**src/inc/rpc_defines.svh**
```systemverilog
/*
 Codec constants: header geometry, field widths, version codes, limits.
 Assumes a byte-wide link, MSB first.
*/
// Operation
// - one bit marks control or data
// - 24-bit channel id separates streams
// - spare bits in two field groups
// - vendor flag selects vendor interpretation
// - 5-bit protocol code, vendor when flagged
// - nine static protocols, rest for expansion
// - reply flag marks request or response
// - ack sequence honoured only when flagged
// - 5-bit command code in every header
// - 16-bit length locates PDU boundaries
// - lengths up to 64000 bytes supported
// - 16-bit per-channel sequence detects gaps; code checks only consecutive headers on one channel
// - 16-bit ack sequence for flow control
// - 32-bit time stamp flags late packets
// - no origin flag, no sub-channel field
// - host sets up channels on request
// - 3-bit version, one is standard
// - unordered flag permits UDP transport
// - 3-bit priority per PDU
`ifndef RPC_DEFINES_SVH
`define RPC_DEFINES_SVH

`define RPC_HDR_BYTES      5'h11
`define RPC_HDR_LAST_IDX   5'h10
`define RPC_W_VERSION      3
`define RPC_W_PRIO         3
`define RPC_W_VC_ID        24
`define RPC_W_SPARE_A      2
`define RPC_W_SPARE_B      9
`define RPC_W_CODE         5
`define RPC_W_WORD         16
`define RPC_W_STAMP        32
`define RPC_VERSION_STD    3'h1
`define RPC_VERSION_PRE    3'h0
`define RPC_NUM_STATIC     5'h09
`define RPC_MAX_PDU_LEN    16'hFA00

`endif

```
**src/inc/rpc_pkg.sv**
```systemverilog
/*
 Types for the remoting PDU header codec. Assumes rpc_defines.svh.
*/
`include "rpc_defines.svh"

package rpc_pkg;

   // packed order is the wire order, most significant bit first
   typedef struct packed {
      logic [`RPC_W_VERSION-1:0] version;
      logic                      unordered;
      logic [`RPC_W_PRIO-1:0]    prio;
      logic                      control_data_flag;
      logic [`RPC_W_VC_ID-1:0]   vc_id;
      logic [`RPC_W_SPARE_A-1:0] spare_a;
      logic                      vendor_extension_flag;
      logic [`RPC_W_CODE-1:0]    payload_protocol_code;
      logic [`RPC_W_SPARE_B-1:0] spare_b;
      logic                      reply_flag;
      logic                      ack_valid_flag;
      logic [`RPC_W_CODE-1:0]    command;
      logic [`RPC_W_WORD-1:0]    length;
      logic [`RPC_W_WORD-1:0]    seq;
      logic [`RPC_W_WORD-1:0]    ack_seq;
      logic [`RPC_W_STAMP-1:0]   channel_time_stamp;
   } rpc_hdr_t;

   typedef enum logic [4:0] {
      RPC_PROTO_DISPLAY  = 5'h00,
      RPC_PROTO_VIDEO    = 5'h01,
      RPC_PROTO_AUDIO    = 5'h02,
      RPC_PROTO_KEYBOARD = 5'h03,
      RPC_PROTO_POINTER  = 5'h04,
      RPC_PROTO_USB_CTRL = 5'h05,
      RPC_PROTO_USB_INT  = 5'h06,
      RPC_PROTO_USB_ISO  = 5'h07,
      RPC_PROTO_USB_BULK = 5'h08
   } rpc_proto_t;

   typedef enum logic [1:0] {
      RPC_TX_IDLE = 2'h0,
      RPC_TX_HDR  = 2'h1,
      RPC_TX_PAY  = 2'h3
   } rpc_tx_state_t;

   typedef enum logic {
      RPC_RX_HDR = 1'h0,
      RPC_RX_PAY = 1'h1
   } rpc_rx_state_t;

endpackage

```
**src/inc/rpc_byte_if.sv**
```systemverilog
/*
 Byte carrier between the codec's modules.
 Assumes one clock; a byte moves when valid and ready are high.
*/
`timescale 1ns/1ps

interface rpc_byte_if;
   logic       valid;
   logic       ready;
   logic       last;
   logic [7:0] data;

   modport src (output valid, output data, output last, input ready);
   modport snk (input valid, input data, input last, output ready);
endinterface

```
**src/core/rpc_tx_ser.sv**
```systemverilog
/*
 Header serializer: shifts a loaded header out a byte at a time,
 most significant byte first. Assumes load only while idle.
*/
`timescale 1ns/1ps
`include "rpc_defines.svh"

module rpc_tx_ser (
   input  wire logic              clk,
   input  wire logic              rst_n,
   input  wire logic              load,
   input  rpc_pkg::rpc_hdr_t      hdr,
   rpc_byte_if.src                out
);
   logic [$bits(rpc_pkg::rpc_hdr_t)-1:0] sh;
   logic [4:0]                           left;

   assign out.valid = (left != 5'h00);
   assign out.data  = sh[$bits(rpc_pkg::rpc_hdr_t)-1 -: 8];
   assign out.last  = (left == 5'h01);

   always_ff @(posedge clk) begin
      if (!rst_n) begin
         sh   <= '0;
         left <= 5'h00;
      end else if (load) begin
         sh   <= hdr;
         left <= `RPC_HDR_BYTES;
      end else if (out.valid && out.ready) begin
         sh   <= {sh[$bits(rpc_pkg::rpc_hdr_t)-9:0], 8'h00};
         left <= left - 5'h01;
      end
   end
endmodule // rpc_tx_ser

```
**src/core/rpc_rx_track.sv**
```systemverilog
/*
 Per-stream order tracker: remembers the last channel, sequence and stamp
 seen and flags gaps and late arrivals. Assumes one stb per header.
*/
`timescale 1ns/1ps
`include "rpc_defines.svh"

module rpc_rx_track (
   input  wire logic                    clk,
   input  wire logic                    rst_n,
   input  wire logic                    stb,
   input  wire logic [`RPC_W_VC_ID-1:0] vc_id,
   input  wire logic [`RPC_W_WORD-1:0]  seq,
   input  wire logic [`RPC_W_STAMP-1:0] stamp,
   output logic                         seq_gap,
   output logic                         ts_late
);
   logic                     seen;
   logic [`RPC_W_VC_ID-1:0]  last_vc;
   logic [`RPC_W_WORD-1:0]   last_seq;
   logic [`RPC_W_STAMP-1:0]  last_stamp;
   logic                     same;
   logic [`RPC_W_STAMP-1:0]  diff;

   // only one stream is remembered; a channel switch restarts tracking
   assign same = seen && (vc_id == last_vc);
   assign diff = stamp - last_stamp;

   always_ff @(posedge clk) begin
      if (!rst_n) begin
         seen       <= 1'b0;
         last_vc    <= '0;
         last_seq   <= '0;
         last_stamp <= '0;
         seq_gap    <= 1'b0;
         ts_late    <= 1'b0;
      end else if (stb) begin
         seen       <= 1'b1;
         last_vc    <= vc_id;
         last_seq   <= seq;
         last_stamp <= stamp;
         seq_gap    <= same && (seq != last_seq + 16'h0001);
         // wrap-safe compare: a backwards step marks the packet late
         ts_late    <= same && diff[`RPC_W_STAMP-1];
      end
   end
endmodule // rpc_rx_track

```
**src/core/rpc_codec.sv**
```systemverilog
/*
 PDU header codec top: builds outgoing headers ahead of their payload,
 and parses incoming bytes into header fields and payload.
 Assumes link and user sides on clk; one output byte of buffering
 each way, back-pressure passes straight through.
*/
`timescale 1ns/1ps
`include "rpc_defines.svh"

module rpc_codec (
   input  wire logic                    clk,
   input  wire logic                    rst_n,
   // transmit request
   input  wire logic                    tx_start,
   input  wire logic                    tx_unordered,
   input  wire logic [`RPC_W_PRIO-1:0]  tx_prio,
   input  wire logic                    tx_control_data_flag,
   input  wire logic [`RPC_W_VC_ID-1:0] tx_vc_id,
   input  wire logic                    tx_vendor_extension_flag,
   input  wire logic [`RPC_W_CODE-1:0]  tx_payload_protocol_code,
   input  wire logic                    tx_reply_flag,
   input  wire logic                    tx_ack_valid_flag,
   input  wire logic [`RPC_W_CODE-1:0]  tx_command,
   input  wire logic [`RPC_W_WORD-1:0]  tx_length,
   input  wire logic [`RPC_W_WORD-1:0]  tx_seq,
   input  wire logic [`RPC_W_WORD-1:0]  tx_ack_seq,
   input  wire logic [`RPC_W_STAMP-1:0] tx_channel_time_stamp,
   output logic                         tx_busy,
   output logic                         tx_len_err,
   // transmit payload
   input  wire logic                    tx_pay_valid,
   input  wire logic [7:0]              tx_pay_data,
   output logic                         tx_pay_ready,
   // link out
   output logic                         link_tx_valid,
   output logic [7:0]                   link_tx_data,
   output logic                         link_tx_last,
   input  wire logic                    link_tx_ready,
   // link in
   input  wire logic                    link_rx_valid,
   input  wire logic [7:0]              link_rx_data,
   output logic                         link_rx_ready,
   // received header
   output logic                         rx_hdr_valid,
   output logic [`RPC_W_VERSION-1:0]    rx_version,
   output logic                         rx_unordered,
   output logic [`RPC_W_PRIO-1:0]       rx_prio,
   output logic                         rx_control_data_flag,
   output logic [`RPC_W_VC_ID-1:0]      rx_vc_id,
   output logic                         rx_vendor_extension_flag,
   output logic [`RPC_W_CODE-1:0]       rx_payload_protocol_code,
   output logic                         rx_reply_flag,
   output logic                         rx_ack_valid_flag,
   output logic [`RPC_W_CODE-1:0]       rx_command,
   output logic [`RPC_W_WORD-1:0]       rx_length,
   output logic [`RPC_W_WORD-1:0]       rx_seq,
   output logic [`RPC_W_WORD-1:0]       rx_ack_seq,
   output logic [`RPC_W_STAMP-1:0]      rx_channel_time_stamp,
   output logic                         rx_ver_err,
   output logic                         rx_proto_unknown,
   output logic                         rx_len_err,
   output logic                         rx_seq_gap,
   output logic                         rx_ts_late,
   // received payload
   output logic                         rx_pay_valid,
   output logic [7:0]                   rx_pay_data,
   output logic                         rx_pay_last,
   input  wire logic                    rx_pay_ready
);

   function automatic logic len_ok(input logic [`RPC_W_WORD-1:0] len);
      len_ok = (len <= `RPC_MAX_PDU_LEN);
   endfunction

   // version forced, spares zeroed, ack number cleared when not flagged
   function automatic rpc_pkg::rpc_hdr_t clean_hdr(input rpc_pkg::rpc_hdr_t h);
      rpc_pkg::rpc_hdr_t c;
      c         = h;
      c.version = `RPC_VERSION_STD;
      c.spare_a = '0;
      c.spare_b = '0;
      if (!h.ack_valid_flag) begin
         c.ack_seq = '0;
      end
      clean_hdr = c;
   endfunction

   // transmit side

   rpc_pkg::rpc_tx_state_t tx_state;
   rpc_pkg::rpc_hdr_t      tx_hdr_in;
   rpc_byte_if             ser_bus ();
   logic                   ser_load;
   logic [`RPC_W_WORD-1:0] tx_left;
   logic                   tx_take;
   logic                   tx_accept;

   // no origin flag or sub-channel field exists to fill
   always_comb begin
      tx_hdr_in                       = '0;
      tx_hdr_in.unordered             = tx_unordered;
      tx_hdr_in.prio                  = tx_prio;
      tx_hdr_in.control_data_flag     = tx_control_data_flag;
      tx_hdr_in.vc_id                 = tx_vc_id;
      tx_hdr_in.vendor_extension_flag = tx_vendor_extension_flag;
      tx_hdr_in.payload_protocol_code = tx_payload_protocol_code;
      tx_hdr_in.reply_flag            = tx_reply_flag;
      tx_hdr_in.ack_valid_flag        = tx_ack_valid_flag;
      tx_hdr_in.command               = tx_command;
      tx_hdr_in.length                = tx_length;
      tx_hdr_in.seq                   = tx_seq;
      tx_hdr_in.ack_seq               = tx_ack_seq;
      tx_hdr_in.channel_time_stamp    = tx_channel_time_stamp;
   end

   assign tx_accept = tx_start && (tx_state == rpc_pkg::RPC_TX_IDLE);
   assign ser_load  = tx_accept && len_ok(tx_length);
   assign tx_busy   = (tx_state != rpc_pkg::RPC_TX_IDLE);

   // the output byte register may load whenever it is empty or draining
   assign tx_take       = !link_tx_valid || link_tx_ready;
   assign ser_bus.ready = (tx_state == rpc_pkg::RPC_TX_HDR) && tx_take;
   assign tx_pay_ready  = (tx_state == rpc_pkg::RPC_TX_PAY) && tx_take;

   rpc_tx_ser u_ser (
      .clk   (clk),
      .rst_n (rst_n),
      .load  (ser_load),
      .hdr   (clean_hdr(tx_hdr_in)),
      .out   (ser_bus.src)
   );

   always_ff @(posedge clk) begin
      if (!rst_n) begin
         tx_len_err <= 1'b0;
      end else begin
         // oversize requests are refused and reported, never truncated
         tx_len_err <= tx_accept && !len_ok(tx_length);
      end
   end

   always_ff @(posedge clk) begin
      if (!rst_n) begin
         tx_state <= rpc_pkg::RPC_TX_IDLE;
         tx_left  <= '0;
      end else begin
         unique case (tx_state)
            rpc_pkg::RPC_TX_IDLE: begin
               if (ser_load) begin
                  tx_state <= rpc_pkg::RPC_TX_HDR;
                  tx_left  <= tx_length;
               end
            end
            rpc_pkg::RPC_TX_HDR: begin
               if (ser_bus.valid && ser_bus.ready && ser_bus.last) begin
                  tx_state <= (tx_left == '0) ? rpc_pkg::RPC_TX_IDLE
                                              : rpc_pkg::RPC_TX_PAY;
               end
            end
            rpc_pkg::RPC_TX_PAY: begin
               if (tx_pay_valid && tx_pay_ready) begin
                  tx_left <= tx_left - 16'h0001;
                  if (tx_left == 16'h0001) begin
                     tx_state <= rpc_pkg::RPC_TX_IDLE;
                  end
               end
            end
            default: tx_state <= rpc_pkg::RPC_TX_IDLE;
         endcase
      end
   end

   // link output register, fed by header bytes then payload bytes
   always_ff @(posedge clk) begin
      if (!rst_n) begin
         link_tx_valid <= 1'b0;
         link_tx_data  <= 8'h00;
         link_tx_last  <= 1'b0;
      end else if (tx_take) begin
         if (ser_bus.valid && ser_bus.ready) begin
            link_tx_valid <= 1'b1;
            link_tx_data  <= ser_bus.data;
            link_tx_last  <= ser_bus.last && (tx_left == '0);
         end else if (tx_pay_valid && tx_pay_ready) begin
            link_tx_valid <= 1'b1;
            link_tx_data  <= tx_pay_data;
            link_tx_last  <= (tx_left == 16'h0001);
         end else begin
            link_tx_valid <= 1'b0;
            link_tx_last  <= 1'b0;
         end
      end
   end

   // receive side

   rpc_pkg::rpc_rx_state_t                rx_state;
   logic [$bits(rpc_pkg::rpc_hdr_t)-1:0]  rx_sh;
   logic [$bits(rpc_pkg::rpc_hdr_t)-1:0]  next_rx_sh;
   rpc_pkg::rpc_hdr_t                     rx_hdr_now;
   logic [4:0]                            rx_cnt;
   logic [`RPC_W_WORD-1:0]                rx_left;
   logic                                  rx_take;
   logic                                  rx_done;
   logic                                  rx_hdr_stb;

   assign rx_take = link_rx_valid && link_rx_ready;
   // header bytes are never stalled; payload waits on the consumer
   assign link_rx_ready = (rx_state == rpc_pkg::RPC_RX_HDR) ||
                          !rx_pay_valid || rx_pay_ready;
   assign next_rx_sh = {rx_sh[$bits(rpc_pkg::rpc_hdr_t)-9:0], link_rx_data};
   assign rx_hdr_now = next_rx_sh;
   assign rx_done    = (rx_cnt == `RPC_HDR_LAST_IDX);
   assign rx_hdr_stb = rx_take && (rx_state == rpc_pkg::RPC_RX_HDR) && rx_done;

   always_ff @(posedge clk) begin
      if (!rst_n) begin
         rx_state <= rpc_pkg::RPC_RX_HDR;
         rx_sh    <= '0;
         rx_cnt   <= 5'h00;
         rx_left  <= '0;
      end else if (rx_take) begin
         unique case (rx_state)
            rpc_pkg::RPC_RX_HDR: begin
               rx_sh <= next_rx_sh;
               if (rx_done) begin
                  rx_cnt  <= 5'h00;
                  rx_left <= rx_hdr_now.length;
                  if (rx_hdr_now.length != '0) begin
                     rx_state <= rpc_pkg::RPC_RX_PAY;
                  end
               end else begin
                  rx_cnt <= rx_cnt + 5'h01;
               end
            end
            rpc_pkg::RPC_RX_PAY: begin
               rx_left <= rx_left - 16'h0001;
               if (rx_left == 16'h0001) begin
                  rx_state <= rpc_pkg::RPC_RX_HDR;
               end
            end
         endcase
      end
   end

   always_ff @(posedge clk) begin
      if (!rst_n) begin
         rx_pay_valid <= 1'b0;
         rx_pay_data  <= 8'h00;
         rx_pay_last  <= 1'b0;
      end else if (rx_take && (rx_state == rpc_pkg::RPC_RX_PAY)) begin
         rx_pay_valid <= 1'b1;
         rx_pay_data  <= link_rx_data;
         rx_pay_last  <= (rx_left == 16'h0001);
      end else if (rx_pay_ready) begin
         rx_pay_valid <= 1'b0;
         rx_pay_last  <= 1'b0;
      end
   end

   always_ff @(posedge clk) begin
      if (!rst_n) begin
         rx_hdr_valid <= 1'b0;
      end else begin
         rx_hdr_valid <= rx_hdr_stb;
      end
   end

   // fields hold from one header to the next; spare bits are dropped
   always_ff @(posedge clk) begin
      if (!rst_n) begin
         rx_version               <= '0;
         rx_unordered             <= 1'b0;
         rx_prio                  <= '0;
         rx_control_data_flag     <= 1'b0;
         rx_vc_id                 <= '0;
         rx_vendor_extension_flag <= 1'b0;
         rx_payload_protocol_code <= '0;
         rx_reply_flag            <= 1'b0;
         rx_ack_valid_flag        <= 1'b0;
         rx_command               <= '0;
         rx_length                <= '0;
         rx_seq                   <= '0;
         rx_ack_seq               <= '0;
         rx_channel_time_stamp    <= '0;
      end else if (rx_hdr_stb) begin
         rx_version               <= rx_hdr_now.version;
         rx_unordered             <= rx_hdr_now.unordered;
         rx_prio                  <= rx_hdr_now.prio;
         // channel setup requests from clients arrive as control requests
         rx_control_data_flag     <= rx_hdr_now.control_data_flag;
         rx_vc_id                 <= rx_hdr_now.vc_id;
         rx_vendor_extension_flag <= rx_hdr_now.vendor_extension_flag;
         rx_payload_protocol_code <= rx_hdr_now.payload_protocol_code;
         rx_reply_flag            <= rx_hdr_now.reply_flag;
         rx_ack_valid_flag        <= rx_hdr_now.ack_valid_flag;
         rx_command               <= rx_hdr_now.command;
         rx_length                <= rx_hdr_now.length;
         rx_seq                   <= rx_hdr_now.seq;
         rx_ack_seq               <= rx_hdr_now.ack_valid_flag ?
                                     rx_hdr_now.ack_seq : '0;
         rx_channel_time_stamp    <= rx_hdr_now.channel_time_stamp;
      end
   end

   always_ff @(posedge clk) begin
      if (!rst_n) begin
         rx_ver_err       <= 1'b0;
         rx_proto_unknown <= 1'b0;
         rx_len_err       <= 1'b0;
      end else if (rx_hdr_stb) begin
         rx_ver_err       <= (rx_hdr_now.version != `RPC_VERSION_STD) &&
                             (rx_hdr_now.version != `RPC_VERSION_PRE);
         // vendor codes are opaque; only the standard space is checked
         rx_proto_unknown <= !rx_hdr_now.vendor_extension_flag &&
                             (rx_hdr_now.payload_protocol_code >= `RPC_NUM_STATIC);
         // oversize is flagged but the bytes are still consumed to keep framing
         rx_len_err       <= !len_ok(rx_hdr_now.length);
      end
   end

   rpc_rx_track u_track (
      .clk     (clk),
      .rst_n   (rst_n),
      .stb     (rx_hdr_stb),
      .vc_id   (rx_hdr_now.vc_id),
      .seq     (rx_hdr_now.seq),
      .stamp   (rx_hdr_now.channel_time_stamp),
      .seq_gap (rx_seq_gap),
      .ts_late (rx_ts_late)
   );

endmodule // rpc_codec

```
**config.mk**
```make
export PLATFORM = sky130hd
export DESIGN_NAME = rpc_codec
export DESIGN_NICKNAME = d
export VERILOG_FILES = /design/src/inc/rpc_pkg.sv /design/src/inc/rpc_byte_if.sv /design/src/core/rpc_tx_ser.sv /design/src/core/rpc_rx_track.sv /design/src/core/rpc_codec.sv
export VERILOG_INCLUDE_DIRS = /design/src /design/src/inc
export SDC_FILE = /design/constraint.sdc
export NUM_CORES = 1
export LEC_CHECK = 0
export BUFFER_PORTS_ARGS = -buffer_cell sky130_fd_sc_hd__buf_2
export CELL_PAD_IN_SITES_DETAIL_PLACEMENT = 2
export CELL_PAD_IN_SITES_GLOBAL_PLACEMENT = 2
export CORE_MARGIN = 3
export CORE_UTILIZATION = 35
export CTS_CLUSTER_DIAMETER = 120
export DETAILED_ROUTE_END_ITERATION = 12
export GPL_TIMING_DRIVEN = 1
export PLACE_DENSITY_LB_ADDON = 0.1
export SYNTH_ARGS = -nofsm -noshare
export SYNTH_HDL_FRONTEND = slang
export SYNTH_SLANG_ARGS = --single-unit
```
**constraint.sdc**
```tcl
create_clock -name clk -period 4.4 [get_ports clk]
set_input_delay 0.88 -clock clk [delete_from_list [all_inputs] [get_ports clk]]
set_output_delay 0.88 -clock clk [all_outputs]
set_load 0.05 [all_outputs]
```
* After elaboration in Yosys (flattened, before gate mapping)
Index checks and enable logic that the tools add are counted.
** Operators by class
- Equal/unequal tests :: 14
- Reductions and logical operators :: 42
- Muxes and demuxes :: 31
- $lt $le $gt $ge :: 3
- $add $sub $neg :: 6
- Bitwise operators :: 2
** Operators with widths (count)
- $mux 134 :: 2
- $mux 16 :: 5
- $pmux 16 s2 :: 2
- $eq 16x1->1 const B :: 2
- $le 16x16->1 const B :: 2
- $sub 16x1->16 const B :: 2
- $sub 32x32->32 :: 1
- $eq 24x24->1 :: 1
- $logic_and 1x1->1 :: 18
- $add 16x1->16 const B :: 1
- $logic_not 16->1 :: 1
- $mux 8 :: 2
- $ne 16x16->1 :: 1
- $reduce_bool 16->1 :: 1
- $mux 5 :: 3
- $mux 1 :: 10
- $mux 2 :: 5
- $reduce_bool 2->1 :: 5
- $ne 2x1->1 const B :: 3
- $pmux 2 s3 :: 1
- $reduce_and 2->1 :: 3
- $add 5x1->5 const B :: 1
- $eq 5x1->1 const B :: 1
- $eq 5x5->1 const B :: 1
- other kinds (16) :: 24
** Word-level totals
- Word-level logic and storage cells :: 136
- Flip-flop bits (word level) :: 462
- Output and inout port bits :: 155
- Input bits :: 145

* Depth between registers and ports, before layout
- Depth after elaboration :: 7
- Depth in mapped cells :: 10
- Depth with buffers taken out :: 8

* By module
A second synthesis with hierarchy kept.
** Second synthesis, totals
- Cells, all modules :: 2834
- Area, all modules :: 23597.6 sq um
** Modules (own cells, without submodules)
- rpc_codec :: area an instance 12122.9 sq um, seq. area each 6366.1 sq um, times used 1, cells each 1550
- rpc_tx_ser :: area an instance 7104.3 sq um, seq. area each 2822.7 sq um, times used 1, cells each 817
- rpc_rx_track :: area an instance 4370.4 sq um, seq. area each 1501.4 sq um, times used 1, cells each 467

* Least setup slack after synthesis
No wires, ideal clock.
- Path type :: input-to-reg
- Start point :: input port link_tx_ready
- End point :: register tx_state[1]
- Stages on the path :: 6
- Path slack :: 1.592 ns
- Arrival :: 2.692 ns
- Path buffers :: 0
- Setup time :: 0.115 ns
- Required time :: 4.285 ns
- Cells stage by stage :: nor2b_1 > nor2_1 > nand2_1 > nor4_1 > o22ai_1 > and3_1
** On the way
- Elaborated cells between the ends (all ways) :: 9
- Classes of those cells :: eq/ne: 2; reduce/logical: 7
** RTL lines
- start, declared :: RTL line rpc_codec.sv:38 : input wire logic link_tx_ready,
- $logic_or 1x1->1 :: RTL line rpc_codec.sv:121 : assign tx_take = !link_tx_valid || link_tx_ready;
- $logic_and 1x1->1 :: RTL line rpc_codec.sv:123 : assign tx_pay_ready = (tx_state == rpc_pkg::RPC_TX_PAY) && tx_take;
- net tx_pay_ready :: RTL line rpc_codec.sv:33 : output logic tx_pay_ready,
- $logic_and 1x1->1 :: RTL line rpc_codec.sv:161 : if (tx_pay_valid && tx_pay_ready) begin
- $ne 2x1->1 (no source line)
- $reduce_and 4->1 (no source line)
- end signal, assigned :: RTL line rpc_codec.sv:156 : tx_state <= (tx_left == '0) ? rpc_pkg::RPC_TX_IDLE
- end signal, assigned :: RTL line rpc_codec.sv:164 : tx_state <= rpc_pkg::RPC_TX_IDLE;
- end signal, assigned :: RTL line rpc_codec.sv:168 : default: tx_state <= rpc_pkg::RPC_TX_IDLE;
- end, declared :: RTL line rpc_codec.sv:90 : rpc_pkg::rpc_tx_state_t tx_state;
The timed path passes the listed nets, and every way through them passes these cells.
A chain may end at the register's enable or synchronous reset.

* Worst setup path after layout
- Start point :: input port link_tx_ready
- End point :: output port tx_pay_ready
** On the way
- Cells in the longest elaborated chain, start to end :: 2
** Ends and longest elaborated chain (RTL line)
- $logic_or 1x1->1 :: rpc_codec.sv:121
- $logic_and 1x1->1 :: rpc_codec.sv:123
- end, declared :: rpc_codec.sv:33
Every way passes these cells.

==> flow_summary.json <==
{
  "pwr_density_cell_nw_per_um2": 415,
  "synth_top_cells_by_area": "dfxtp_1, nand2_1, a21oi_1",
  "cts-root-buf": "clkbuf_16",
  "swShare": 0.259,
  "yosys_warnings": 0,
  "antenna-diode-count": 0,
  "cts.sinks": 462,
  "drv_slew": 0,
  "die_w_microns": 241,
  "finalCriticalPeriod_ns": 2.99,
  "maxCapViolCount": 0,
  "min_path_cells": 1,
  "synthDominantCellAreaShare": 0.477,
  "maximum_frequency_from_static_timing_analysis_mhz": 335,
  "min_delay_startpoint": "rx_ack_valid_flag$_SDFFE_PN0P_",
  "critPathLaunchType": "primary input",
  "dr_total_vias": 18300,
  "slew_headroom": 0.404,
  "first_global_vias": 19800,
  "unrepaired_setup_endpoints_after_global_routing": "false",
  "ys_seq_area_frac": 0.477,
  "global_route.overflow_total": 0,
  "pin_count": 300,
  "first_pass_grt_wire_length_microns": 110000,
  "cts-hold-fix-buffers": 0,
  "clock-skew-final_ns": 0.0279,
  "insertion_delay_ns": 0.60,
  "final.setup.tns_ns": 0,
  "reg2reg_setup_slack_ns": 1.46,
  "detail_route.vias_per_cell": 5.29,
  "netlist_instances": 2495,
  "detailed_place.area_sq_um": 21400,
  "path_cells": "buf_2, nor2b_1, nor2_1, buf_2",
  "cts.repair_timing.setup_buffer_count": 0,
  "maximum_number_of_pins_on_one_net_before_global_route_repair": 157,
  "r2r_cells": 8,
  "run_status": "complete, no violations",
  "synth.distinct_cells": 61,
  "synth_area_sq_um": 19400,
  "synthesis.area_per_instance_sq_um": 7.77,
  "critPathMostFrequentCell": "buf_2",
  "drcViolationCount": 0,
  "min_period_over_period": 0.679,
  "core-area_sq_um": 54300,
  "die_area_sq_um": 58200,
  "routed_wire_length_per_instance_microns": 20.1,
  "ys_ff_latch": 462,
  "crit_slowest_cell": "nor2b_1",
  "hold-path-endpoint": "rx_ack_valid_flag$_SDFFE_PN0P_",
  "ant_nets": 0,
  "nets": 2877,
  "worstPathArrival_ns": 2.11,
  "hpwlAfterDp_microns": 47200,
  "leakagePower_nw": 8.90,
  "cts_buffer_depth": 3,
  "fp.dieH_microns": 241,
  "irDropWorstVdd_mv": 0.293,
  "rr_endpoint": "rx_ack_seq[11]$_SDFFE_PN0P_",
  "row_count": 85,
  "crit-reg2reg-launch": "rx_cnt[0]$_SDFFE_PN0P_",
  "synthesized_netlist_net_count": 2680,
  "syn2layout_area_growth_pct": 19.0,
  "number_of_flops_mapped_to_enable_cells_by_yosys": 0,
  "floorplan.initialDensity": 0.357,
  "cpLargestDelayFamily": "simple AND/OR/NAND/NOR gates",
  "finalInstanceArea_sq_um": 23100,
  "async_reset_ff_frac": 0,
  "kind_of_critical_path": "in2out",
  "finalHoldViolCount": 0,
  "yosysMostFrequentCell": "nand2_1",
  "synth.cells.most_frequent": "nand2_1, dfxtp_1, a21oi_1",
  "p_clk_frac": 0.449,
  "first_pass_iters": 5,
  "grt_usage": 0.236,
  "count_of_buffers_from_port_buffering": 299,
  "switching_power_mw": 2.48,
  "synth_top_area_cell": "dfxtp_1",
  "cts.clk_slew.worst_paths_ns": 0.06,
  "post_cts_resize_count": 0,
  "drive_above_1_share": 0.153,
  "tritoncts_clock_tree": "built",
  "critical_path.n_buffers_inverters": 2,
  "route.final.wire_length_microns": 69600,
  "ys_dominant_reg_cell": "dfxtp_1",
  "cp.required_ns": 3.52,
  "cp_max_fo": 5,
  "antenna_found_initial": 0,
  "tightest_slew_ns": 0.888,
  "slowest_delay_ns": 0.61,
  "min_path_type": "reg2reg",
  "detailedRoute.firstIterationViolations": 746,
  "finalPower_mw": 9.58,
  "final-setup-viol-count": 0,
  "ctsHtreeMaxLevel": 2,
  "sequentialPowerShare": 0.463,
  "finalWeightedCongestion": 0.816,
  "share_comb_of_total_power": 0.088,
  "cts-buffers-inserted": 54,
  "critical_path_cell_count": 4,
  "internal_power_mw": 7.10,
  "cp_endpoint_kind": "output pin"
}
==> layer usage <==
| metal | up-vias | global-route usage | share of wire |
|---|---|---|---|
| met5 | - | 0 | 0 |
| met3 | 92 | 0.0376 | 0.037 |
| met4 | 0 | 0.0659 | 0.022 |
| li1 | 8851 | - | - |
| met2 | 266 | 0.425 | 0.51 |
| met1 | 9127 | 0.292 | 0.43 |
==> flip-flops by register name, indices dropped and copies added (netlist names), 5 cells and up <==
signal and count:
rx_payload_protocol_code 5, u_ser.left 5, rx_cnt 5, rx_length 16, rx_channel_time_stamp 32, rx_seq 16
rx_command 5, rx_left 16, link_tx_data 8, rx_vc_id 24, rx_ack_seq 16, rx_sh 128
tx_left 16, u_ser.sh 136, rx_pay_data 8
==> worst max path at each step <==
stage | start | to | slack (ns)
2_1_floorplan | link_tx_ready | tx_state[1]$_SDFFE_PN0P_ | 1.59
3_3_place_gp | link_rx_valid | rx_cnt[4]$_SDFFE_PN0P_ | 1.18
3_5_place_dp | link_tx_ready | tx_left[7]$_SDFFE_PN0P_ | 1.02
4_1_cts | rx_cnt[0]$_SDFFE_PN0P_ | rx_ack_seq[11]$_SDFFE_PN0P_ | 1.36
5_1_grt | rx_cnt[0]$_SDFFE_PN0P_ | rx_ack_seq[7]$_SDFFE_PN0P_ | 1.19
6_report | link_tx_ready | tx_pay_ready | 1.41
==> worst register-to-register path: cells and delay by family, from the launching register on <==
| family | cells | cell delay (ns) |
|---|---|---|
| adders and majority gates | 1 | 0.14 |
| buffers and inverters | 3 | 0.88 |
| and+or+nand+nor | 3 | 1.29 |
| AOI/OAI and AO/OA | 1 | 0.24 |
| DFF | 1 | 0.33 |
==> through the flow <==
stage,util,std cells,setup slack [ns],hold WS [ns]
2_1_floorplan,-,2495,1.59,0.432
3_3_place_gp,0.394,3375,1.18,0.431
3_5_place_dp,0.394,3375,1.02,0.443
4_1_cts,0.424,3468,1.36,0.434
5_1_grt,0.424,3468,1.19,0.470
6_report,0.424,3468,1.41,0.449
==> cell families (layout without fill, tap and decap cells) <==
group,after synthesis,in the layout,synth area share
muxes,21,21,0.0109
AOI/OAI and AO/OA,564,564,0.182
xor gates and xnor gates,57,57,0.0258
DFF,462,462,0.477
buffers and inverters,229,463,0.0451
adders and majority gates,40,40,0.0258
and+or+nand+nor,1122,1122,0.233
==> layout by cell type, fill, tap and decap left out, drive strengths merged, types with 9 or more instances in the layout <==
cell type	instances
nand2	810
dfxtp	462
buf	321
a21oi	317
nor2	174
a311oi	96
clkbuf	78
o21ai	57
inv	50
ha	40
nand3	36
xor2	30
xnor2	27
nor4	24
nor3	22
mux2i	20
a22o	18
nand4	16
o221ai	14
clkinv	13
a31oi	9
==> power by group through the flow <==
stage | clock network (mW) | logic [mW] | registers (mW)
after floorplan | 0 | 0.538 | 4.52
after CTS | 4.43 | 0.859 | 4.43
after global routing | 4.61 | 0.949 | 4.45
after global placement | 0 | 0.823 | 4.51
final | 4.30 | 0.843 | 4.43
after detailed placement | 0 | 0.850 | 4.52
==> cell type report <==
type                            count  area [sq um]
Sequential cell                   462          9250
Tap cell                          739           925
Clock buffer                       78          1560
Multi-Input combinational cell   1804          9290
Inverter                           49           191
Timing Repair Buffer              321          1740
Clock inverter                     15           108
Fill cell                        6185         31300
Power figures use the tool's default switching activity.
